`src/include/sotc_pkg.sv`:
```
package sotc_pkg;
    // base clock and counter width
    localparam longint unsigned SOTC_CLK_HZ   = 50_000_000;
    localparam int              SOTC_CW       = 40;
    // times in their own units
    localparam longint unsigned SOTC_WARN_MIN = 30;
    localparam longint unsigned SOTC_TEACH_S  = 10;
    localparam longint unsigned SOTC_POFF_MIN = 5;
    localparam longint unsigned SOTC_INH_MIN  = 10;
    localparam longint unsigned SOTC_TPUL_US  = 250;
    localparam longint unsigned SOTC_TPER_MS  = 100;
    localparam longint unsigned SOTC_BLINK_HZ = 1;
    localparam longint unsigned SOTC_FLASH_HZ = 3;
    localparam longint unsigned SOTC_FLON_MS  = 50;
    localparam longint unsigned SOTC_BLANK_US = 1000;
    localparam longint unsigned SOTC_DISC_MS  = 100;
    // derived cycle counts
    localparam longint unsigned SOTC_WARN_CYC =
        SOTC_WARN_MIN * 60 * SOTC_CLK_HZ;
    localparam longint unsigned SOTC_TEACH_CYC = SOTC_TEACH_S * SOTC_CLK_HZ;
    localparam longint unsigned SOTC_POFF_CYC =
        SOTC_POFF_MIN * 60 * SOTC_CLK_HZ;
    localparam longint unsigned SOTC_INH_CYC = SOTC_INH_MIN * 60 * SOTC_CLK_HZ;
    localparam longint unsigned SOTC_TPUL_CYC =
        (SOTC_TPUL_US * SOTC_CLK_HZ + 999_999) / 1_000_000;
    localparam longint unsigned SOTC_TPER_CYC =
        SOTC_TPER_MS * SOTC_CLK_HZ / 1000;
    localparam longint unsigned SOTC_HALF_CYC =
        SOTC_CLK_HZ / (2 * SOTC_BLINK_HZ);
    localparam longint unsigned SOTC_F3_CYC   = SOTC_CLK_HZ / SOTC_FLASH_HZ;
    localparam longint unsigned SOTC_FLON_CYC =
        SOTC_FLON_MS * SOTC_CLK_HZ / 1000;
    localparam longint unsigned SOTC_BLANK_CYC =
        (SOTC_BLANK_US * SOTC_CLK_HZ + 999_999) / 1_000_000;
    localparam longint unsigned SOTC_DISC_CYC =
        SOTC_DISC_MS * SOTC_CLK_HZ / 1000;
    localparam logic [3:0]      SOTC_REQ_HOLD = 4'h8;
    // response and request byte fields
    localparam int              SOTC_RSP_EN   = 0;
    localparam int              SOTC_RSP_ID   = 1;
    localparam int              SOTC_RSP_IN   = 4;
    localparam int              SOTC_RSP_HYS  = 5;
    localparam int              SOTC_RSP_WARN = 6;
    localparam int              SOTC_RSP_ERR  = 7;
    localparam int              SOTC_REQ_RST  = 7;
    // monitor register map
    localparam logic [3:0]      SOTC_OFS_CTRL = 4'h0;
    localparam logic [3:0]      SOTC_OFS_STAT = 4'h4;
    localparam logic [3:0]      SOTC_OFS_RSP  = 4'h8;
    localparam logic [1:0]      SOTC_OKAY     = 2'h0;
    localparam logic [1:0]      SOTC_SLVERR   = 2'h2;

    typedef enum logic [6:0] {
        ST_BOOT  = 7'h01,
        ST_RUN   = 7'h02,
        ST_TEACH = 7'h04,
        ST_POFF  = 7'h08,
        ST_TFAIL = 7'h10,
        ST_ACTIV = 7'h20,
        ST_INHIB = 7'h40
    } sotc_state_e;
endpackage

```
`src/include/sotc_if.sv`:
```
`timescale 1ns/1ps
interface sotc_if;
    logic       safe_a;
    logic       safe_b;
    logic       diag;
    logic [7:0] rsp;
    logic [7:0] req;

    modport dev (output safe_a, output safe_b, output diag, output rsp,
                 input req);
    modport mon (input safe_a, input safe_b, input diag, input rsp,
                 output req);
endinterface

```
`src/hdl/sotc_sensor.sv`:
```
`timescale 1ns/1ps
// Function
// actuator gone: both outputs off at once
// soft fault: warning, diag off, delayed shutdown
// warning held 30 minutes: outputs off
// guard open and close clears error
// request bit 1 then 0 resets fault
// generic coding works without teach-in
// teach after power cycle: red on, yellow 1 Hz
// after 10 s: 3 Hz supply-off request
// no power-off in 5 min: abort, 5 flashes
// code activated on redetection, then stored
// single-teach: pairing permanent, later teach refused
// multi-teach: repeatable, new code replaces old
// ten minute output inhibit after learning
// green flashes until inhibit over and detected
// power loss restarts whole inhibit interval
// periodic short off-pulse on each output
// monitor ignores roughly 1 ms test pulses
// monitor allows 100 ms channel discrepancy
// monitor has no cross-wire check
// monitor takes high-side normally-open inputs
// yellow steady on detect, flashing in hysteresis
// response byte reports status in bits 0, 1 and 4..7
// all intervals from internal counters, reset cleared
module sotc_sensor
    import sotc_pkg::*;
#(
    parameter longint unsigned WARN_CYC  = SOTC_WARN_CYC,
    parameter longint unsigned TEACH_CYC = SOTC_TEACH_CYC,
    parameter longint unsigned POFF_CYC  = SOTC_POFF_CYC,
    parameter longint unsigned INH_CYC   = SOTC_INH_CYC,
    parameter longint unsigned TPUL_CYC  = SOTC_TPUL_CYC,
    parameter longint unsigned TPER_CYC  = SOTC_TPER_CYC,
    parameter longint unsigned HALF_CYC  = SOTC_HALF_CYC,
    parameter longint unsigned F3_CYC    = SOTC_F3_CYC,
    parameter longint unsigned FLON_CYC  = SOTC_FLON_CYC
) (
    // clock and reset
    input  logic sys_clk_in,
    input  logic srst_in,
    // link toward monitor and gateway
    sotc_if.dev  lnk,
    // variant straps, caught after reset release
    input  logic generic_coding_in,
    input  logic single_teach_variant_in,
    input  logic serial_diagnostic_variant_in,
    // nonvolatile teach record
    input  logic nv_pending_in,
    input  logic nv_inhibit_in,
    input  logic nv_paired_in,
    output logic nv_pending_out,
    output logic nv_inhibit_out,
    output logic code_store_out,
    // sensing front end
    input  logic act_present_in,
    input  logic act_match_in,
    input  logic hyst_zone_in,
    input  logic fault_in,
    input  logic safe_in_a_in,
    input  logic safe_in_b_in,
    // indicators
    output logic led_green_out,
    output logic led_red_out,
    output logic led_yellow_out
);
    typedef struct packed {
        sotc_state_e        st;
        logic [5:0]         s1;
        logic [5:0]         s2;
        logic               generic;
        logic               single;
        logic               serial;
        logic               seen;
        logic               warn;
        logic               err;
        logic               opened;
        logic               req7;
        logic               b1;
        logic [2:0]         idx;
        logic [SOTC_CW-1:0] tmr;
        logic [SOTC_CW-1:0] wtmr;
        logic [SOTC_CW-1:0] tper;
        logic [SOTC_CW-1:0] blk;
        logic [SOTC_CW-1:0] f3;
        logic               sa;
        logic               sb;
        logic               diag;
        logic               grn;
        logic               red;
        logic               yel;
        logic               store;
        logic [7:0]         rsp;
    } sotc_dev_s;

    localparam sotc_dev_s DEV_RST = '{st: ST_BOOT, default: '0};

    sotc_dev_s q_q;
    sotc_dev_s q_d;

    logic pres;
    logic match;
    logic hyst;
    logic flt;
    logic inboth;
    logic idok;
    logic en;
    logic pa;
    logic pb;
    logic fl3;

    assign pres   = q_q.s2[5];
    assign match  = q_q.s2[4];
    assign hyst   = q_q.s2[3];
    assign flt    = q_q.s2[2];
    assign inboth = q_q.s2[1] & q_q.s2[0];
    assign idok   = pres & (q_q.generic | match);
    assign en     = (q_q.st == ST_RUN) & idok & ~q_q.err;
    assign pa     = q_q.tper < SOTC_CW'(TPUL_CYC);
    assign pb     = (q_q.tper >= SOTC_CW'(TPER_CYC / 2)) &
                    (q_q.tper < SOTC_CW'(TPER_CYC / 2 + TPUL_CYC));
    assign fl3    = q_q.f3 < SOTC_CW'(FLON_CYC);

    always_comb begin
        q_d       = q_q;
        q_d.store = 1'b0;
        q_d.s1    = {act_present_in, act_match_in, hyst_zone_in, fault_in,
                     safe_in_a_in, safe_in_b_in};
        q_d.s2    = q_q.s1;
        q_d.req7  = lnk.req[SOTC_REQ_RST];

        // free-running time bases
        if (q_q.tper >= SOTC_CW'(TPER_CYC - 1)) begin
            q_d.tper = '0;
        end else begin
            q_d.tper = q_q.tper + 1'b1;
        end
        if (q_q.blk >= SOTC_CW'(HALF_CYC - 1)) begin
            q_d.blk = '0;
            q_d.b1  = ~q_q.b1;
            if (q_q.b1) begin
                q_d.idx = q_q.idx + 3'd1;
            end
        end else begin
            q_d.blk = q_q.blk + 1'b1;
        end
        if (q_q.f3 >= SOTC_CW'(F3_CYC - 1)) begin
            q_d.f3 = '0;
        end else begin
            q_d.f3 = q_q.f3 + 1'b1;
        end

        // soft fault warning and delayed shutdown
        if (flt && !q_q.err) begin
            q_d.warn = 1'b1;
            if (q_q.wtmr >= SOTC_CW'(WARN_CYC - 1)) begin
                q_d.err  = 1'b1;
                q_d.warn = 1'b0;
            end else begin
                q_d.wtmr = q_q.wtmr + 1'b1;
            end
        end else if (!q_q.err) begin
            q_d.warn = 1'b0;
            q_d.wtmr = '0;
        end
        // error is only left once its cause has gone
        if (q_q.err && !flt) begin
            if (!pres) begin
                q_d.opened = 1'b1;
            end
            if (q_q.opened && pres) begin
                q_d.err    = 1'b0;
                q_d.opened = 1'b0;
                q_d.wtmr   = '0;
            end
            if (q_q.serial && q_q.req7 && !lnk.req[SOTC_REQ_RST]) begin
                q_d.err    = 1'b0;
                q_d.opened = 1'b0;
                q_d.wtmr   = '0;
            end
        end

        if (pres) begin
            q_d.seen = 1'b1;
        end

        case (q_q.st)
            ST_BOOT: begin
                q_d.generic = generic_coding_in;
                q_d.single  = single_teach_variant_in;
                q_d.serial  = serial_diagnostic_variant_in;
                q_d.tmr     = '0;
                if (generic_coding_in) begin
                    q_d.st = ST_RUN;
                end else if (nv_inhibit_in) begin
                    q_d.st = ST_INHIB;
                end else if (nv_pending_in) begin
                    q_d.st = ST_ACTIV;
                end else begin
                    q_d.st = ST_RUN;
                end
            end
            ST_RUN: begin
                // teach only on first arrival after a power cycle
                if (!q_q.generic && pres && !match && !q_q.seen &&
                    !(q_q.single && nv_paired_in)) begin
                    q_d.st  = ST_TEACH;
                    q_d.tmr = '0;
                end
            end
            ST_TEACH: begin
                if (q_q.tmr >= SOTC_CW'(TEACH_CYC - 1)) begin
                    q_d.st  = ST_POFF;
                    q_d.tmr = '0;
                end else begin
                    q_d.tmr = q_q.tmr + 1'b1;
                end
            end
            ST_POFF: begin
                if (q_q.tmr >= SOTC_CW'(POFF_CYC - 1)) begin
                    q_d.st  = ST_TFAIL;
                    q_d.tmr = '0;
                end else begin
                    q_d.tmr = q_q.tmr + 1'b1;
                end
            end
            ST_TFAIL: begin
                q_d.st = ST_TFAIL;
            end
            ST_ACTIV: begin
                if (pres) begin
                    q_d.store = 1'b1;
                    q_d.st    = ST_INHIB;
                    q_d.tmr   = '0;
                end
            end
            ST_INHIB: begin
                if (q_q.tmr < SOTC_CW'(INH_CYC)) begin
                    q_d.tmr = q_q.tmr + 1'b1;
                end else if (pres && match) begin
                    q_d.st = ST_RUN;
                end
            end
            default: begin
                q_d.st = ST_BOOT;
            end
        endcase

        // outputs, registered
        q_d.sa   = en & ~pa;
        q_d.sb   = en & ~pb;
        q_d.diag = en & ~q_q.warn & ~(hyst & ~q_q.b1);
        case (q_q.st)
            ST_TEACH: begin
                q_d.grn = 1'b0;
                q_d.red = 1'b1;
                q_d.yel = q_q.b1;
            end
            ST_POFF: begin
                q_d.grn = 1'b0;
                q_d.red = 1'b1;
                q_d.yel = fl3;
            end
            ST_TFAIL: begin
                q_d.grn = 1'b0;
                q_d.red = q_q.b1 & (q_q.idx < 3'd5);
                q_d.yel = pres;
            end
            ST_INHIB: begin
                q_d.grn = q_q.b1;
                q_d.red = 1'b0;
                q_d.yel = 1'b0;
            end
            default: begin
                q_d.grn = ~(q_q.warn | q_q.err);
                q_d.red = (q_q.warn | q_q.err) & q_q.b1;
                q_d.yel = pres & (~hyst | q_q.b1);
            end
        endcase
        q_d.rsp = '0;
        if (q_q.serial) begin
            q_d.rsp[SOTC_RSP_EN]   = en;
            q_d.rsp[SOTC_RSP_ID]   = idok;
            q_d.rsp[SOTC_RSP_IN]   = inboth;
            q_d.rsp[SOTC_RSP_HYS]  = pres & hyst;
            q_d.rsp[SOTC_RSP_WARN] = q_q.warn;
            q_d.rsp[SOTC_RSP_ERR]  = q_q.err;
        end
    end

    always_ff @(posedge sys_clk_in) begin
        if (srst_in) begin
            q_q <= DEV_RST;
        end else begin
            q_q <= q_d;
        end
    end

    assign lnk.safe_a     = q_q.sa;
    assign lnk.safe_b     = q_q.sb;
    assign lnk.diag       = q_q.diag;
    assign lnk.rsp        = q_q.rsp;
    assign nv_pending_out = q_q.st[3];
    assign nv_inhibit_out = q_q.st[6];
    assign code_store_out = q_q.store;
    assign led_green_out  = q_q.grn;
    assign led_red_out    = q_q.red;
    assign led_yellow_out = q_q.yel;
endmodule // sotc_sensor

```
`src/flat_wrapper.sv`:
```
// flat-port wrapper written by rule: the top's interface ports become plain ports
module sotc_sensor_flat import sotc_pkg::*;
#(
    parameter longint unsigned WARN_CYC  = SOTC_WARN_CYC,
    parameter longint unsigned TEACH_CYC = SOTC_TEACH_CYC,
    parameter longint unsigned POFF_CYC  = SOTC_POFF_CYC,
    parameter longint unsigned INH_CYC   = SOTC_INH_CYC,
    parameter longint unsigned TPUL_CYC  = SOTC_TPUL_CYC,
    parameter longint unsigned TPER_CYC  = SOTC_TPER_CYC,
    parameter longint unsigned HALF_CYC  = SOTC_HALF_CYC,
    parameter longint unsigned F3_CYC    = SOTC_F3_CYC,
    parameter longint unsigned FLON_CYC  = SOTC_FLON_CYC
)
  (sys_clk_in, srst_in, generic_coding_in, single_teach_variant_in, serial_diagnostic_variant_in, nv_pending_in, nv_inhibit_in, nv_paired_in, nv_pending_out, nv_inhibit_out, code_store_out, act_present_in, act_match_in, hyst_zone_in, fault_in, safe_in_a_in, safe_in_b_in, led_green_out, led_red_out, led_yellow_out, lnk_safe_a, lnk_safe_b, lnk_diag, lnk_rsp, lnk_req);
  sotc_if lnk_i ();
  input  logic sys_clk_in;
  input  logic srst_in;
  input  logic generic_coding_in;
  input  logic single_teach_variant_in;
  input  logic serial_diagnostic_variant_in;
  input  logic nv_pending_in;
  input  logic nv_inhibit_in;
  input  logic nv_paired_in;
  output logic nv_pending_out;
  output logic nv_inhibit_out;
  output logic code_store_out;
  input  logic act_present_in;
  input  logic act_match_in;
  input  logic hyst_zone_in;
  input  logic fault_in;
  input  logic safe_in_a_in;
  input  logic safe_in_b_in;
  output logic led_green_out;
  output logic led_red_out;
  output logic led_yellow_out;
  output wire logic [$bits(lnk_i.safe_a)-1:0] lnk_safe_a;
  output wire logic [$bits(lnk_i.safe_b)-1:0] lnk_safe_b;
  output wire logic [$bits(lnk_i.diag)-1:0] lnk_diag;
  output wire logic [$bits(lnk_i.rsp)-1:0] lnk_rsp;
  input wire logic [$bits(lnk_i.req)-1:0] lnk_req;
  assign lnk_safe_a = lnk_i.safe_a;
  assign lnk_safe_b = lnk_i.safe_b;
  assign lnk_diag = lnk_i.diag;
  assign lnk_rsp = lnk_i.rsp;
  assign lnk_i.req = lnk_req;
  sotc_sensor #(.WARN_CYC(WARN_CYC), .TEACH_CYC(TEACH_CYC), .POFF_CYC(POFF_CYC), .INH_CYC(INH_CYC), .TPUL_CYC(TPUL_CYC), .TPER_CYC(TPER_CYC), .HALF_CYC(HALF_CYC), .F3_CYC(F3_CYC), .FLON_CYC(FLON_CYC)) u_core (.sys_clk_in(sys_clk_in), .srst_in(srst_in), .lnk(lnk_i), .generic_coding_in(generic_coding_in), .single_teach_variant_in(single_teach_variant_in), .serial_diagnostic_variant_in(serial_diagnostic_variant_in), .nv_pending_in(nv_pending_in), .nv_inhibit_in(nv_inhibit_in), .nv_paired_in(nv_paired_in), .nv_pending_out(nv_pending_out), .nv_inhibit_out(nv_inhibit_out), .code_store_out(code_store_out), .act_present_in(act_present_in), .act_match_in(act_match_in), .hyst_zone_in(hyst_zone_in), .fault_in(fault_in), .safe_in_a_in(safe_in_a_in), .safe_in_b_in(safe_in_b_in), .led_green_out(led_green_out), .led_red_out(led_red_out), .led_yellow_out(led_yellow_out));
endmodule
```
`config.mk`:
```
export PLATFORM = sky130hd
export DESIGN_NAME = sotc_sensor_flat
export DESIGN_NICKNAME = d
export VERILOG_FILES = /design/src/include/sotc_pkg.sv /design/src/include/sotc_if.sv /design/src/hdl/sotc_sensor.sv /design/src/flat_wrapper.sv
export SDC_FILE = /design/constraint.sdc
export NUM_CORES = 1
export LEC_CHECK = 0
export BUFFER_PORTS_ARGS = -buffer_cell sky130_fd_sc_hd__buf_2
export CORE_MARGIN = 2
export CORE_UTILIZATION = 45
export DETAILED_ROUTE_END_ITERATION = 16
export PLACE_DENSITY_LB_ADDON = 0.15
export REMOVE_ABC_BUFFERS = 1
export SYNTH_ARGS = -nofsm -noshare
export SYNTH_HDL_FRONTEND = slang
export SYNTH_SLANG_ARGS = --single-unit
```
`constraint.sdc`:
```
create_clock -name sys_clk_in -period 2.2 [get_ports sys_clk_in]
set_input_delay 0.44 -clock sys_clk_in [delete_from_list [all_inputs] [get_ports sys_clk_in]]
set_output_delay 0.44 -clock sys_clk_in [all_outputs]
set_load 0.02 [all_outputs]
```
======== After elaboration in Yosys (flattened, before gate mapping) ========
Index checks and enable logic that the tools add are counted.
storage, ports and cells
  output and inout port bits .............. 17
  word-level logic and storage cells ...... 148
  bits in registers ....................... 246
  bits of input ports ..................... 22
cells by class
  reduce and logical (&&, ||, !) cells .... 28
  bitwise gates (word level) .............. 27
  order comparisons ....................... 12
  eq/ne operators ......................... 16
  $add $sub $neg .......................... 6
  multiplexer cells ....................... 32
operators by type and width
  kind                                                                  count
  2-to-1 mux 40 bit                                                     11
  case mux 40 bit (6 select lines)                                      1
  adder 40 x 1 -> 40 bit (second input constant)                        5
  < comparator 40 x 22 -> 1 bit (second input constant)                 2
  2-to-1 mux 7 bit                                                      8
  case mux 7 bit (7 select lines)                                       1
  greater-or-equal comparator 40 x 22 -> 1 bit (second input constant)  1
  greater-or-equal comparator 40 x 23 -> 1 bit (second input constant)  1
  greater-or-equal comparator 40 x 24 -> 1 bit (second input constant)  1
  greater-or-equal comparator 40 x 25 -> 1 bit (second input constant)  1
  greater-or-equal comparator 40 x 29 -> 1 bit (second input constant)  1
  greater-or-equal comparator 40 x 34 -> 1 bit (second input constant)  1
  greater-or-equal comparator 40 x 37 -> 1 bit (second input constant)  1
  < comparator 40 x 14 -> 1 bit (second input constant)                 1
  < comparator 40 x 35 -> 1 bit (second input constant)                 1
  bitwise AND 1 bit                                                     14
  case mux 3 bit (4 select lines)                                       1
  logical AND 1 bit                                                     11
  != test 2 x 1 -> 1 bit (second input constant)                        5
  NOT 1 bit                                                             10
  OR reduction 2 bit                                                    5
  2-to-1 mux 2 bit                                                      4
  == test 7 x 1 -> 1 bit (second input constant)                        1
  == test 7 x 2 -> 1 bit (second input constant)                        1
  other kinds (17)                                                      32

======== Longest topological paths before layout ========
  word-level depth ........................ 7
  gate-level depth with buffers ........... 10

======== Worst setup path before layout ========
Ideal clock, no wire load.
  path kind ............................... reg-to-reg
  from .................................... reg u_core.q_q, in the netlist u_core.nv_pending_out
  to ...................................... reg u_core.q_q[211] (netlist bit)
  required time ........................... 2.079 ns
  stages on the path, launching flop included .. 10
  library setup time ...................... 0.121 ns
  arrival time ............................ 2.250 ns
  setup slack ............................. -0.171 ns
  clock period less this slack ............ 2.371 ns
  path through ............................ dfxtp_1 buf_2 or4_4 a2111oi_4 o21ai_2 nor2_2 a21o_1 buf_6 buf_12 nor2_4
between the ends
  longest elaborated chain between the ends .. 3
ends and longest elaborated chain
  what                                                        RTL line            RTL
  from (decl)                                                 sotc_sensor.sv:98   sotc_dev_s q_q;
  from (signal assigned)                                      sotc_sensor.sv:295  q_q <= q_d;
  == test 7 x 1 -> 1 bit, or another cell as far along        sotc_sensor.sv:187  case (q_q.st)
  nonzero test 6 bit (no line), or another cell as far along  --
  AND reduction 4 bit (no line)                               --
Parallel ways exist; a longest one is shown, timed or not.
A chain may end at the register's enable or synchronous reset.

======== Worst setup path after layout ========
  from .................................... reg u_core.q_q[211] (netlist bit)
  to ...................................... reg u_core.q_q[198] (netlist bit)
between the ends
  longest elaborated chain between the ends .. 3
ends and longest elaborated chain
  what                                                                        RTL line            RTL
  greater-or-equal comparator 40 x 34 -> 1 bit, or another cell as far along  sotc_sensor.sv:220  if (q_q.tmr >= SOTC_CW'(POFF_CYC - 1)) begin
  2-to-1 mux 40 bit, or another cell as far along                             sotc_sensor.sv:220
  case mux 40 bit (6 select lines) or AND reduction 4 bit (tied branches)     --
Parallel ways exist; a longest one is shown, timed or not.

==> flow_summary.ini <==
[timing]
timing_hold_violations_final = 0
share_of_the_clock_period_used_by_the_worst_path_pct = 110.5
rsz0062_at_grt = yes
final-max-slew-violation-count = 0
fin_ws_ps = -230.2
setup-violations-final = 67
maxClockFrequency_mhz = 411.5
layout_min_cycle_time_ps = 2430
hold_slack_ps = 125.4
fin_skew_ps = 11.56
finalSetupTns_ps = -8490

[layout]
final_area_um2 = 14350
insertedDiodeCount = 0
net_count_reported_at_finish = 1452
synthToLayoutAreaGrowth_pct = 35.98
drive_above_1_share_pct = 30.19
nFillCells = 2038
most_flop_heavy_register = u_core.q_q
largest_register_ffs = 219

[placement]
half_perimeter_wire_length_after_placement_mm = 16.30
placedInstanceArea_um2 = 12290
place_ws_ps = -304.6
port_buf_inserts = 29
routabilityCongestion = 0.8212

[synthesis]
synth_enable_flop_cells = 0
post-synth-top-area-cell = dfxtp_1
synth_flop_cell = dfxtp_1
syn-mean-instance-area_um2 = 8.867
synth_top_area_share_pct = 46.29
synthesis.instances = 1190
yosys-top-cells-area = dfxtp_1, nor2_1, xnor2_1, xor2_1, nand3_1
netlist_area_um2 = 10550
synthArstFlopShare_pct = 0
synth_cell_type_count = 78
ys.warnings.count = 0
yosysSeqAreaShare_pct = 46.29
yosys_register_bits = 244

[drt]
drt_pre_antenna_iters = 5
antenna_viol_nets_final = 0
vias_per_cell = 4.975
number_of_vias_after_detailed_routing = 8756
post_drt_wl_per_cell_um = 13.73
detailedRoute.firstIterationViolations = 335
post_detailed_route_drc_marker_count = 0
wl_mm = 24.16

[status]
violations = setup timing
result_of_the_run = finished, violations left

[clocking]
clock_path_buffers = 3
cts_root_buffer = clkbuf_16
clock-sinks = 244
cts_tree = yes
cts_made_buffers = 26
clk_latency_ps = 530
cts.clk_slew.worst_paths_ps = 60
cts-htree-levels = 1

[flow_run]
cap_viol_max_count = 0

[grt]
vias_in_the_first_global_route = 8534
number_of_antenna_violations_at_the_first_check_in_global_routing = 0
grt_start_max_net_pins = 24
grt_util_all_layers_pct = 19.16
grt_pass1_wl_mm = 39.35
grt-ovfl-total = 0

[power_and_ir_drop]
ir_drop_mv = 0.6166
total_power_mw = 11.02
pwr_density_cell_nw_per_um2 = 768.2
power.static_leakage_nw = 5.113

[die]
fp.coreArea_um2 = 23260
initial_core_util_pct = 45.36
rows = 56
total_die_area_um2 = 24690
io-pin-count = 39
die_width_um = 157.1
die_y_um = 157.1

[critical_path]
cp-start-kind = flip-flop
setup.reg_to_reg.worst_slack_ps = -230
ff2ff_path_depth = 8
crit_fanout = 7
timing.critical_path.required_ps = 2680
r2r_end = u_core.q_q[198]
crit_path_end_kind = flip-flop
setup.worst_path.class = flip-flop to flip-flop
r2r_start = u_core.q_q[211]
crit_arrival_ps = 2910

[hold_path]
hold_path_end = u_core.q_d[230]
min_from = hyst_zone_in
worstHoldPathCells = 2
worst_hold_path_type = primary input to flip-flop
cells in the final DEF, fill, tap and decap left out, types with 6 or more instances in the layout:
cell type | synthesis | routed
nor3_1 | 44 | 28
nor3_2 | 1 | 17
or3_1 | 10 | 8
nor2_1 | 200 | 164
nand2_1 | 77 | 74
and4_1 | 6 | 6
nand4_1 | 29 | 29
dfxtp_1 | 244 | 228
nand3_2 | 0 | 9
conb_1 | 1 | 50
a21oi_1 | 27 | 23
ha_1 | 9 | 9
dfxtp_2 | 0 | 16
buf_4 | 9 | 170
clkbuf_16 | 0 | 29
nor4_1 | 30 | 20
nor2_4 | 20 | 54
o21ai_0 | 25 | 22
nor4_2 | 2 | 7
nor2b_1 | 19 | 18
and3_1 | 19 | 19
xor2_1 | 57 | 56
buf_2 | 9 | 29
buf_12 | 2 | 8
inv_1 | 29 | 29
o211ai_1 | 8 | 8
and2_1 | 8 | 7
a31oi_1 | 6 | 6
nand3_1 | 69 | 57
xnor2_1 | 74 | 71
Yosys cell counts (10+ instances only):
library cell and count:
nor2_1 200, xor2_1 57, nor4_1 30, dfxtp_1 244, or3_1 10, nor2b_1 19
clkbuf_1 41, nor3_1 44, nor2_4 20, nand4_1 29, nand2_1 77, a21oi_1 27
inv_1 29, and3_1 19, o21ai_0 25, nor3b_1 10, xnor2_1 74, nand3_1 69
layout make-up:
type / instances / area [um^2] / area share [%]
Multi-Input combinational cell: 901 / 6201 / 43.22
Sequential cell: 244 / 4905 / 34.19
Timing Repair Buffer: 218 / 1807 / 12.59
Clock buffer: 30 / 675.6 / 4.709
Tap cell: 319 / 399.1 / 2.782
Clock inverter: 18 / 247.7 / 1.727
Inverter: 30 / 112.6 / 0.7849
metrics by stage:
step                      utilization, %  cells
final                              61.68   1760
after global routing               61.68   1760
after detailed placement           52.85   1692
after floorplan                        -   1175
after global placement             52.85   1692
after CTS                          59.18   1756
critical path, cell delays in order (launching register included):
cell,delay [ps]
dfxtp_2,320
or4_4,530
or3_4,410
a2111oi_4,230
a32oi_1,110
and2_1,180
a21o_4,290
clkbuf_16,200
nor2_4,90
per-layer routing:
layer	global-route usage (%)	part of all wire, %	routed length, um	vias to the layer above
met1	24.94	46	11190	4102
met3	2.781	3.1	750	43
li1	-	-	-	4497
met2	33.15	48	11610	114
met4	5.411	2.5	602	0
met5	0	0	0	-
power by group:
group / leakage (nW) / switching [mW] / total, mW / internal, mW
combinational: 2.68 / 0.988 / 1.77 / 0.785
sequential: 2.00 / 0.0595 / 4.60 / 4.54
clock: 0.441 / 1.84 / 4.65 / 2.81
total: 5.11 / 2.88 / 11.0 / 8.14
how the worst max path moves through the flow:
stage	start	endpoint	slack (ps)
after global placement	u_core.q_q[214]	u_core.q_q[214]	-250
after detailed placement	u_core.q_q[214]	u_core.q_q[190]	-300
after CTS	u_core.q_q[240]	u_core.q_q[204]	-230
final	u_core.q_q[211]	u_core.q_q[198]	-230
after global routing	u_core.q_q[240]	u_core.q_q[204]	-310
after floorplan	u_core.nv_inhibit_out	u_core.q_q[204]	-1780
timing repair:
| item | CTS | global route |
|---|---|---|
| cloned | 6 | 3 |
| setup endpoints to repair | 123 | 138 |
| pin swaps | 49 | 98 |
| gates resized for setup | 73 | 134 |
| hold buffers | 0 | 0 |
| buffers inserted | 11 | 7 |
kinds of logic (layout without fill, tap and decap cells):
family	Yosys count	after routing	synth area share (%)
simple gates	583	583	28.71
other cells	1	50	0.03554
flops	244	244	46.29
fa+ha+maj	9	9	1.067
xor+xnor	131	131	10.87
buf+inv	94	296	4.221
mux	4	4	0.3913
compound gates	124	124	8.407
(Power assumes the default switching activity.)
